<file path="src/hw/uvf_params.svh">
// constants for the under-voltage fault response block
// assumes one 250 MHz clock and a unit tick made elsewhere
`ifndef UVF_PARAMS_SVH
`define UVF_PARAMS_SVH

// ***********************************************************
// command code and register layout
// ***********************************************************
`define UVF_CMD_W         8
`define UVF_CMD_RESPONSE  8'h45
`define UVF_RESP_RESET    8'h00
`define UVF_RESP_HI       7
`define UVF_RESP_LO       6
`define UVF_RETRY_HI      5
`define UVF_RETRY_LO      3
`define UVF_DELAY_HI      2
`define UVF_DELAY_LO      0

// ***********************************************************
// field encodings
// ***********************************************************
`define UVF_ACT_IGNORE    2'h0
`define UVF_ACT_DELAYED   2'h1
`define UVF_ACT_DISABLE   2'h2
`define UVF_ACT_HOLD      2'h3
`define UVF_RETRY_NONE    3'h0
`define UVF_RETRY_FOREVER 3'h7

// ***********************************************************
// timer sizing
// ***********************************************************
`define UVF_CODE_W        3
`define UVF_UNITS_W       8

`endif

</file>
<file path="src/hw/uvf_pkg.sv">
// types shared by the under-voltage fault response block
// assumes uvf_params.svh on the include path
`include "uvf_params.svh"

package uvf_pkg;

  // *********************************************************
  // command port carrier
  // *********************************************************
  typedef struct packed {
    logic                   write;
    logic                   read;
    logic [`UVF_CMD_W-1:0]  code;
    logic [`UVF_CMD_W-1:0]  data;
  } uvf_cmd_type;

  // *********************************************************
  // sequencer states
  // *********************************************************
  typedef enum logic [2:0] {
    UVF_RUN   = 3'b000,
    UVF_DELAY = 3'b001,
    UVF_WAIT  = 3'b010,
    UVF_TRY   = 3'b011,
    UVF_REARM = 3'b100,
    UVF_LATCH = 3'b101,
    UVF_HOLD  = 3'b110
  } uvf_state_type;

  typedef struct packed {
    logic                    busy;
    logic [`UVF_UNITS_W-1:0] remain;
    logic                    expire;
  } uvf_timer_type;

  typedef struct packed {
    uvf_state_type          state;
    logic [`UVF_CMD_W-1:0]  cfg;
    logic [2:0]             attempts;
    logic                   outEnable;
    logic                   latched;
    logic [`UVF_CMD_W-1:0]  rdData;
    logic                   rdValid;
    logic                   faultS1;
    logic                   faultS2;
  } uvf_ctrl_type;

endpackage

</file>
<file path="src/hw/uvf_fault_ctrl.sv">
// output under-voltage fault response sequencer with its config register
// assumes a command decoder on clk_sys and an asynchronous fault comparator
`include "uvf_params.svh"

module uvf_fault_ctrl (
  // clock and reset
  input  wire logic                  clk_sys,
  input  wire logic                  rstn,
  // command port
  input  wire uvf_pkg::uvf_cmd_type  cmd,
  output logic [`UVF_CMD_W-1:0]      rdData,
  output logic                       rdValid,
  // fault sources and time base
  input  wire logic                  uvFault,
  input  wire logic                  unitTick,
  input  wire logic                  faultClear,
  input  wire logic                  shutdownReq,
  // response
  output logic                       outEnable,
  output logic                       latchedOff,
  output logic [2:0]                 attempts,
  output uvf_pkg::uvf_state_type     seqState
);
  import uvf_pkg::*;

  // *********************************************************
  // decode helpers
  // *********************************************************
  function automatic logic regHit(input logic [`UVF_CMD_W-1:0] code);
    regHit = (code == `UVF_CMD_RESPONSE);
  endfunction

  // another attempt is allowed below the limit or when unlimited
  function automatic logic moreRetries(input logic [2:0] limit,
                                       input logic [2:0] done);
    moreRetries = (limit == `UVF_RETRY_FOREVER) || (done < limit);
  endfunction

  // saturates so the continuous case never wraps to zero
  function automatic logic [2:0] bump(input logic [2:0] done);
    bump = (done == 3'h7) ? done : done + 3'h1;
  endfunction

  // *********************************************************
  // state and timer
  // *********************************************************
  uvf_ctrl_type s_r;
  uvf_ctrl_type s_nxt;
  logic         tmrStart;
  logic         tmrExpire;
  logic         fault;
  logic [1:0]   action;
  logic [2:0]   retryLimit;

  assign fault      = s_r.faultS2;
  assign action     = s_r.cfg[`UVF_RESP_HI:`UVF_RESP_LO];
  assign retryLimit = s_r.cfg[`UVF_RETRY_HI:`UVF_RETRY_LO];

  uvf_unit_timer #(
    .CODE_W  (`UVF_CODE_W),
    .UNITS_W (`UVF_UNITS_W)
  ) u_timer (
    .clk_sys   (clk_sys),
    .rstn      (rstn),
    .start     (tmrStart),
    .unitTick  (unitTick),
    .delayCode (s_r.cfg[`UVF_DELAY_HI:`UVF_DELAY_LO]),
    .expire    (tmrExpire)
  );

  // *********************************************************
  // next state
  // *********************************************************
  always_comb begin
    s_nxt    = s_r;
    tmrStart = 1'b0;

    // fault comes from an analog comparator, so two stages first
    s_nxt.faultS1 = uvFault;
    s_nxt.faultS2 = s_r.faultS1;

    // register access
    s_nxt.rdValid = cmd.read;
    s_nxt.rdData  = (cmd.read && regHit(cmd.code)) ? s_r.cfg : 8'h00;
    if (cmd.write && regHit(cmd.code)) begin
      s_nxt.cfg = cmd.data;
    end

    case (s_r.state)
      UVF_RUN: begin
        s_nxt.outEnable = 1'b1;
        if (fault) begin
          case (action)
            `UVF_ACT_IGNORE: begin
              s_nxt.outEnable = 1'b1;
            end
            `UVF_ACT_DELAYED: begin
              s_nxt.state = UVF_DELAY;
              tmrStart    = 1'b1;
            end
            `UVF_ACT_DISABLE: begin
              s_nxt.outEnable = 1'b0;
              s_nxt.attempts  = 3'h0;
              if (retryLimit == `UVF_RETRY_NONE) begin
                s_nxt.state   = UVF_LATCH;
                s_nxt.latched = 1'b1;
              end else begin
                s_nxt.state = UVF_WAIT;
                tmrStart    = 1'b1;
              end
            end
            default: begin
              s_nxt.outEnable = 1'b0;
              s_nxt.state     = UVF_HOLD;
            end
          endcase
        end
      end
      UVF_DELAY: begin
        if (!fault) begin
          s_nxt.state = UVF_RUN;
        end else if (tmrExpire) begin
          s_nxt.outEnable = 1'b0;
          s_nxt.attempts  = 3'h0;
          if (retryLimit == `UVF_RETRY_NONE) begin
            s_nxt.state   = UVF_LATCH;
            s_nxt.latched = 1'b1;
          end else begin
            s_nxt.state = UVF_WAIT;
            tmrStart    = 1'b1;
          end
        end
      end
      UVF_WAIT: begin
        s_nxt.outEnable = 1'b0;
        if (tmrExpire) begin
          // first attempt passes rearm too, so every start looks alike
          s_nxt.state    = UVF_REARM;
          s_nxt.attempts = bump(s_r.attempts);
          tmrStart       = 1'b1;
        end
      end
      UVF_TRY: begin
        if (tmrExpire) begin
          if (!fault) begin
            s_nxt.state    = UVF_RUN;
            s_nxt.attempts = 3'h0;
          end else if (moreRetries(retryLimit, s_r.attempts)) begin
            // one off cycle marks the new attempt; timer already runs
            s_nxt.state     = UVF_REARM;
            s_nxt.outEnable = 1'b0;
            s_nxt.attempts  = bump(s_r.attempts);
            tmrStart        = 1'b1;
          end else begin
            s_nxt.state     = UVF_LATCH;
            s_nxt.outEnable = 1'b0;
            s_nxt.latched   = 1'b1;
          end
        end
      end
      UVF_REARM: begin
        s_nxt.state     = UVF_TRY;
        s_nxt.outEnable = 1'b1;
      end
      UVF_LATCH: begin
        s_nxt.outEnable = 1'b0;
      end
      UVF_HOLD: begin
        s_nxt.outEnable = 1'b0;
        if (!fault) begin
          s_nxt.state     = UVF_RUN;
          s_nxt.outEnable = 1'b1;
        end
      end
      default: begin
        s_nxt.state     = UVF_LATCH;
        s_nxt.outEnable = 1'b0;
        s_nxt.latched   = 1'b1;
      end
    endcase

    // shutdown from elsewhere ends any delay or retry sequence
    if (shutdownReq && (s_r.state != UVF_RUN) && (s_r.state != UVF_HOLD)
        && (s_r.state != UVF_LATCH)) begin
      s_nxt.state     = UVF_LATCH;
      s_nxt.outEnable = 1'b0;
      s_nxt.latched   = 1'b1;
      tmrStart        = 1'b0;
    end

    // clear releases the latch; it does not abort a running retry
    if (faultClear) begin
      s_nxt.attempts = 3'h0;
      if (s_r.state == UVF_LATCH) begin
        s_nxt.state     = UVF_RUN;
        s_nxt.outEnable = 1'b1;
        s_nxt.latched   = 1'b0;
      end
    end
  end

  // *********************************************************
  // registers
  // *********************************************************
  always_ff @(posedge clk_sys or negedge rstn) begin
    if (!rstn) begin
      s_r           <= '0;
      s_r.state     <= UVF_RUN;
      s_r.cfg       <= `UVF_RESP_RESET;
      s_r.outEnable <= 1'b1;
    end else begin
      s_r <= s_nxt;
    end
  end

  // *********************************************************
  // outputs
  // *********************************************************
  assign rdData     = s_r.rdData;
  assign rdValid    = s_r.rdValid;
  assign outEnable  = s_r.outEnable;
  assign latchedOff = s_r.latched;
  assign attempts   = s_r.attempts;
  assign seqState   = s_r.state;

endmodule

</file>
<file path="src/hw/uvf_unit_timer.sv">
// delay timer counting 2**code ticks of the fault time unit
// assumes unitTick is a one-cycle pulse on clk_sys
`include "uvf_params.svh"

module uvf_unit_timer #(
  parameter int CODE_W  = `UVF_CODE_W,
  parameter int UNITS_W = `UVF_UNITS_W
) (
  // clock and reset
  input  wire logic              clk_sys,
  input  wire logic              rstn,
  // control
  input  wire logic              start,
  input  wire logic              unitTick,
  input  wire logic [CODE_W-1:0] delayCode,
  // result
  output logic                   expire
);
  import uvf_pkg::*;

  uvf_timer_type s_r;
  uvf_timer_type s_nxt;

  always_comb begin
    s_nxt        = s_r;
    s_nxt.expire = 1'b0;
    // restart wins so a fresh interval always begins on start
    if (start) begin
      s_nxt.busy   = 1'b1;
      s_nxt.remain = UNITS_W'(1) << delayCode;
    end else if (s_r.busy && unitTick) begin
      if (s_r.remain == UNITS_W'(1)) begin
        s_nxt.busy   = 1'b0;
        s_nxt.expire = 1'b1;
      end else begin
        s_nxt.remain = s_r.remain - UNITS_W'(1);
      end
    end
  end

  always_ff @(posedge clk_sys or negedge rstn) begin
    if (!rstn) begin
      s_r <= '0;
    end else begin
      s_r <= s_nxt;
    end
  end

  assign expire = s_r.expire;

endmodule

</file>
<file path="config.mk">
export PLATFORM = sky130hd
export DESIGN_NAME = uvf_fault_ctrl
export DESIGN_NICKNAME = d
export VERILOG_FILES = /design/src/hw/uvf_pkg.sv /design/src/hw/uvf_fault_ctrl.sv /design/src/hw/uvf_unit_timer.sv
export VERILOG_INCLUDE_DIRS = /design/src /design/src/hw
export SDC_FILE = /design/constraint.sdc
export NUM_CORES = 1
export LEC_CHECK = 0
export BUFFER_PORTS_ARGS = -buffer_cell sky130_fd_sc_hd__buf_2
export CORE_MARGIN = 2
export CORE_UTILIZATION = 39
export DETAILED_ROUTE_END_ITERATION = 16
export PLACE_DENSITY = 0.61
export REMOVE_ABC_BUFFERS = 1
export SLEW_MARGIN = 20
export SYNTH_ARGS = -nofsm -noshare
export SYNTH_HDL_FRONTEND = slang
export SYNTH_SLANG_ARGS = --single-unit
</file>
<file path="constraint.sdc">
create_clock -name clk_sys -period 5.3 [get_ports clk_sys]
set_input_delay 0.53 -clock clk_sys [delete_from_list [all_inputs] [get_ports clk_sys]]
set_output_delay 0.53 -clock clk_sys [all_outputs]
set_load 0.01 [all_outputs]
</file>
==> results list, run 1 <==
- Run status: complete, no violations
- Cell type of the slowest stage on the worst timing path: a22oi_4
* Min-delay worst type: input pin to async pin
- On the final layout, the worst clock skew is 3.750 ps.
* Num CTS Buffers: 5
- At the placement stage, the worst setup path has a slack of about 3200 ps.
- Critical path data arrival time: 2270 ps
- Hold repair after CTS inserted 0 buffers.
- Area share of xor/xnor cells in the synthesized design: 0.01976
- For the worst-skew pair, the clock arrives at the later sink with an insertion delay of 280 ps.
* Distinct cells, synth: 57
- Based on the critical path, the design can be clocked at up to around 0.48 GHz.
- I/O pin total: 41
* Synth Area in Simple Gates: 0.2055
* Number of synthesized flops with an enable pin: 0
* Crit path launch type: flop
- Counting along the longest clock path gives a buffer depth of 2.
- Layout area overhead: 11.97%
- Counting every instance in the synthesized netlist gives 222.
- In this run, synthesis produced a sequential element count of 37.
- The floorplan step defined a die boundary enclosing 6300 um^2.
- H-tree depth: 2
- Vias in the first global route: 1537
* Synth async-reset ratio: 1.000
- Crit path cell chain: inv_1, ha_1, nand2_1, o21ai_0, nand3_1, a22oi_4, mux2_4
- The routed design has between 4000 and 5000 um of wire.
* Commonest cells after routing, fill and taps aside: buf_2 (40), dfrtp_1 (36), nand2_1 (16), inv_1 (11), nor2_1 (11)
* Critical Path Max Stage Delay: 450 ps
- Max capacitance violation total: 0
- Summed over all layers, the global routing overflow is 0.
- Layout cells sized above 1: 0.2874
- Period utilization: 0.3965
- The net count of the finished layout is about 280.
* Crit Path Max Fanout: 10
- After synthesis the cells add up to ~2200 um^2.
* Placeable core region: about 5500 um^2
- In this run the horizontal extent of the chip is 79.38 um.
* Worst-case setup margin in the final layout: 3199 ps
- Flip-flop cell with the highest count after synthesis: dfrtp_1
- The worst-case IR drop observed on VDD is 0.0001574 V.
- STA classifies the critical path endpoint as a flop.
- The detailed router placed 1675 vias in this run.
- From bottom edge to top edge, the die measures 79.38 um.
- Entering global routing, the biggest net connects 38 pins.
* Number of buffers inserted by port buffering: 40
* Initial Util: 0.4024
- Most common cell after layout, fill and taps aside: buf_2
- Endpoints failing setup: 0
- Adder-cell share of the synthesized area: 0.05082
* Clock net sink count: 37
* Required time of the critical path: 5470 ps
* Wire length per cell after detailed routing: 13.54 um
* TritonCTS clock tree: yes
* Max-slew headroom at the worst pin: 0.4666
* First-pass iteration count of the detailed router: 5
- The first routing iteration left between 40 and 50 violations.
- In the routed design, unresolved DRC markers number 0.
* Number of antenna violations at the first check in global routing: 0
* Row count: 27
* Vias per Instance: 5.251
* Time the worst path needs with I/O delays and setup: 2101 ps
- Routability-driven placement finished with a final weighted congestion of 0.7932.
* First-pass GRT wire length: between 7000 and 8000 um
- HPWL after detailed placement: 3213 um
* Category of the critical setup timing path: flop to flop
* Least-Margin Pin Slew: 800.1 ps
- Across every metal layer, demand over resource in global routing totals 0.1524.
- The area fraction in compound gates after synthesis came to 0.1259.
- Post-CTS sizing: 0
- The Yosys step of the flow raised 0 warnings.
- Final hold violation count: 0
- The layout has approximately 500 filler cells.
- Of the post-synthesis cell area, the part taken by muxes is 0.09712.
- Count of antenna-violating nets left after detailed routing: 0
* Leakage: between 1 and 1.5 nW
* Dominant combinational cell family by area after synthesis: simple AND/OR/NAND/NOR gates
- The count of final max-slew check failures was 0.
* # diodes: 0
- Averaged over all synthesized cells, the footprint is 9.981 um^2.
- Count of buffers added by post-CTS timing repair for setup: 0
* Proportion of synthesized chip area in sequential cells: 0.4184
* Clock slew seen by the registers of the worst setup and hold paths: 70 ps
* Final sum of negative setup slack: 0 ps
- Setup repair after global routing missed its margin: false
- For this design the ratio of total power to cell area is 319.6 nW/um^2.
- Root Buffer Master: clkbuf_8
-- logic make-up after synthesis --
kind of cell / count (synthesis)
adders and majority gates: 9
AOI/OAI and AO/OA: 39
buffers and inverters: 34
and+or+nand+nor: 79
DFF: 37
xor gates and xnor gates: 5
muxes: 19
-- where the power goes --
part	internal (mW)	switching, mW
clock	0.153	0.0946
combinational	0.0886	0.0959
sequential	0.307	0.0534
-- metrics by stage --
step                      hold WS, ps  instance area (um^2)    util  std cells  total power, mW
final                           324.8                  2481  0.4506        319           0.7930
after global routing            330.5                  2481  0.4506        319           0.8485
after CTS                       332.5                  2481  0.4506        319           0.8027
after detailed placement        341.8                  2365  0.4294        311           0.5504
after global placement          334.5                  2365  0.4294        311           0.5528
after floorplan                 234.4                  2074       -        199           0.4840
-- cells in the mapped netlist (all sizes together), types with 2 or more instances --
cell | instances | share of area
mux2 | 11 | 0.061
ha | 9 | 0.051
nor4b | 2 | 0.0079
o21ai | 7 | 0.016
xnor2 | 4 | 0.016
dfrtp | 36 | 0.41
clkbuf | 6 | 0.010
nor2b | 3 | 0.0085
a31oi | 4 | 0.011
and4 | 2 | 0.0085
nor2 | 11 | 0.019
inv | 11 | 0.019
nor3b | 2 | 0.0068
or2 | 2 | 0.0056
nor3 | 6 | 0.019
a21oi | 10 | 0.024
buf | 17 | 0.054
a22oi | 2 | 0.013
nand3 | 8 | 0.018
nand3b | 3 | 0.010
and3 | 11 | 0.032
mux2i | 8 | 0.036
o21a | 2 | 0.0068
o22ai | 3 | 0.011
nand2 | 16 | 0.027
or3 | 5 | 0.016
a21o | 2 | 0.0073
-- state kept, by name, indices dropped and copies added, names as in the netlist --
| register | cells |
|---|---|
| u_timer.expire | 1 |
| rdData | 8 |
| latchedOff | 1 |
| rdValid | 1 |
| fault | 1 |
| seqState | 3 |
| retryLimit | 3 |
| action | 2 |
| s_r | 3 |
| outEnable | 1 |
| u_timer.s_r | 9 |
| attempts | 3 |
| s_nxt | 1 |
-- final timing paths --
path / startpoint / end / slack [ps] / cells after the start
setup reg to reg: retryLimit[2] / u_timer.s_r[1] / 3200 / 7
setup / recovery: retryLimit[2] / u_timer.s_r[1] / 3200 / 7
hold / removal: rstn / seqState[2] / 320 / 1
min in group clk_sys: uvFault / s_nxt[0] / 350 / 1
max in group asynchronous: rstn / rdData[4] / 4460 / 1
hold reg to reg: s_nxt[0] / fault / 350 / 0
-- critical path: cells and delay by family, from the launching register on --
family          cells  cell delay (ps)
compound gates      2              650
fa+ha+maj           1              290
buf+inv             1               60
flops               1              410
mux                 1              330
simple gates        2              230
-- layer usage --
layer | vias to the layer above | part of all wire | GRT usage
li1 | 827 | - | -
met1 | 806 | 0.49 | 0.2127
met2 | 38 | 0.45 | 0.2305
met3 | 4 | 0.048 | 0.04072
met4 | 0 | 0.011 | 0.04828
met5 | - | 0 | 0
-- cell type report --
type	instances	area, um^2	area share
clock buffer	7	86.33	0.03480
clock inverter	1	30.03	0.01210
inverter	11	41.29	0.01664
multi-input combinational	151	1106	0.4458
sequential	37	927.1	0.3737
tap	72	90.09	0.03631
timing repair buffer	40	200.2	0.08069
Power figures use the tool's default switching activity.
==> run 2, diff against run 1 <==
--- a/config.mk
+++ b/config.mk
@@ -10,7 +10,7 @@
 export CORE_MARGIN = 2
 export CORE_UTILIZATION = 39
 export DETAILED_ROUTE_END_ITERATION = 16
-export PLACE_DENSITY = 0.61
+export PLACE_DENSITY = 0.64
 export REMOVE_ABC_BUFFERS = 1
 export SLEW_MARGIN = 20
 export SYNTH_ARGS = -nofsm -noshare
==> constraint.sdc (replaced) <==
create_clock -name clk_sys -period 1.92 [get_ports clk_sys]
set_input_delay 0.192 -clock clk_sys [delete_from_list [all_inputs] [get_ports clk_sys]]
set_output_delay 0.192 -clock clk_sys [all_outputs]
set_load 0.01 [all_outputs]
==> results list, run 2 (synthesis results as in run 1) <==
* Layout area overhead: 18.46%
- Pin count of the biggest net entering global routing: 38
- Number of DRC markers in iteration 0: 41
* Max capacitance violation total: 0
- Number of flip-flops under the largest register name: 9
* Placed instance area: around 2500 um^2
- Root Buffer Master: clkbuf_8
* Cell Pwr Density: between 800 and 900 nW/um^2
- Initial Util: 0.4024
* Most flops, register: u_timer.s_r
- After detailed routing, the number of remaining DRC violations is 0.
- Routed wire length: about 4500 um
- Across the VDD grid, the largest voltage drop is 0.0005227 V.
- Period utilization: 0.9434
- Overall die height: 79.38 um
- Run status: complete, but fails checks
- Clock slew seen by the registers of the worst setup and hold paths: 80 ps
* Vias in the first global route: 1674
- Wire length per cell after detailed routing: 13.44 um
* Min-delay worst type: input pin to async pin
- Cell type of the slowest stage on the worst timing path: dfrtp_1
- H-tree depth: 2
- After global routing the overflow that remains totals 0.
- Setup repair after global routing missed its margin: true
- Layout Skew: 5.390 ps
- Walking the worst path, the cells encountered are inv_1, ha_1, nand2_1, o21ai_2, nand3_2, a22oi_4, buf_6, mux2i_1.
* First-pass iteration count of the detailed router: 4
- In the global route stage, overall resource usage came out at 0.1563.
- Highest clock frequency the design can meet: approximately 0.55 GHz
- Leaving out fill and tap cells, the most frequent cell in the layout is buf_2.
- Crit Path Max Fanout: 5
- Required time of the critical path: roughly 2100 ps
- Violated checks: hold timing
* Die boundary width: 79.38 um
- Layout cells sized above 1: 0.3409
* Number of buffers inserted by port buffering: 40
- Commonest cells after routing, fill and taps aside: buf_2 (40), dfrtp_1 (36), nand2_1 (16), buf_4 (15)
- Hold timing on the final database bottoms out at a slack of -25.69 ps.
* Crit path launch type: flop
- The critical path is of the flop to flop type.
- Measured against its own limit, the worst slew margin works out to 0.4711.
- Endpoints failing setup: 0
- The first global-routing pass estimated 7603 um of wire.
- The HPWL after detailed placement is 3403 um.
- Critical path data arrival time: 2030 ps
- Count of antenna-violating nets left after detailed routing: 0
* Number of antenna violations at the first check in global routing: 0
* Total number of vias: 1730
* Gpl congestion: approximately 0.82
* Placeable core region: 5507 um^2
- 41 I/O pins were placed.
- STA classifies the critical path endpoint as a flop.
* Final hold violation count: 36
* Clock net sink count: 37
* Max-slew violation total from the final report: 0
- Net total in the final layout: around 300
* Leakage: 1.362 nW
* Num CTS Buffers: 5
* TritonCTS clock tree: yes
- After floorplanning, the core was divided into 27 placement rows.
- Clock latency reported for the late side of the worst-skew pair: 300 ps
- Time the worst path needs with I/O delays and setup: 1811 ps
* Critical Path Max Stage Delay: roughly 380 ps
- Least-Margin Pin Slew: 793.4 ps
- No sink is reached through more buffers than the 2 on the longest clock path.
- # diodes: 0
- The die covers 6300 um^2.
* Final sum of negative setup slack: 0 ps
- Vias per Instance: 5.149
- The finished cells cover 2625 um^2.
==> run 2: cell count changes in the layout (fill, tap and decap cells not counted) <==
cell | previous run | this run
buf_4 | 0 | 15
buf_6 | 0 | 1
clkbuf_1 | 1 | 0
clkbuf_8 | 6 | 5
clkinv_4 | 0 | 1
clkinvlp_4 | 0 | 1
dlygate4sd3_1 | 0 | 1
nand3_1 | 8 | 7
nand3_2 | 0 | 1
o21ai_0 | 7 | 6
o21ai_2 | 0 | 1
or3b_2 | 1 | 0
or3b_4 | 0 | 1
==> run 2: what timing repair did <==
item,4_1_cts,5_1_grt
gates resized for setup,2,3
setup buffers,0,1
pin swaps,2,2
setup endpoints to repair,8,8
hold endpoints to repair,1,0
hold buffers,1,0
==> run 2: critical path: cells and delay by family, from the launching register on <==
| kind | cells | cell delay [ps] |
|---|---|---|
| AND/OR/NAND/NOR | 2 | 190 |
| flip-flops | 1 | 380 |
| multiplexers | 1 | 190 |
| AO/OA/AOI/OAI | 2 | 440 |
| buffers and inverters | 2 | 230 |
| adder cells (fa/ha/maj) | 1 | 300 |
==> run 2: area by class of cell <==
class / count / area [um^2]
fillers: 537 / 2882
multi-input cells: 151 / 1117
flip-flops and latches: 37 / 927.1
repair buffers: 57 / 334.1
well taps: 72 / 90.09
clock buffers: 5 / 68.82
clock inverters: 3 / 46.29
inverters: 11 / 41.29
==> run 2: stage by stage <==
step | setup slack, ps | std cells | utilization | total power [mW] | hold slack [ps]
after floorplan | -30.48 | 199 | - | 1.336 | -103.6
after global placement | 42.10 | 326 | 0.4499 | 1.575 | 302.0
after detailed placement | -30.29 | 326 | 0.4499 | 1.578 | 301.3
after CTS | 3.651 | 335 | 0.4733 | 2.274 | 12.84
after global routing | -13.99 | 336 | 0.4767 | 2.384 | 47.59
final | 108.8 | 336 | 0.4767 | 2.264 | -25.69
==> run 2: routing by layer <==
metal,part of all wire,vias to the layer above,track usage
li1,-,869,-
met1,0.47,802,0.2059
met2,0.46,52,0.2525
met3,0.043,7,0.02149
met4,0.021,0,0.07759
met5,0,-,0
==> run 2: final timing paths <==
kind | startpoint | endpoint | slack (ps) | depth (start not counted)
setup / recovery | retryLimit[2] | u_timer.s_r[7] | 110 | 8
hold / removal | rstn | latchedOff | -30 | 1
setup reg to reg | retryLimit[2] | u_timer.s_r[7] | 110 | 8
hold reg to reg | s_nxt[0] | fault | 360 | 0
max in group asynchronous | rstn | u_timer.expire | 1440 | 1
min in group clk_sys | cmd[16] | rdValid | 90 | 1
==> run 2: power by group <==
part	total, mW	internal, mW	switching, mW
Clock	0.690	0.389	0.301
Combinational	0.676	0.294	0.382
Sequential	0.898	0.849	0.0492
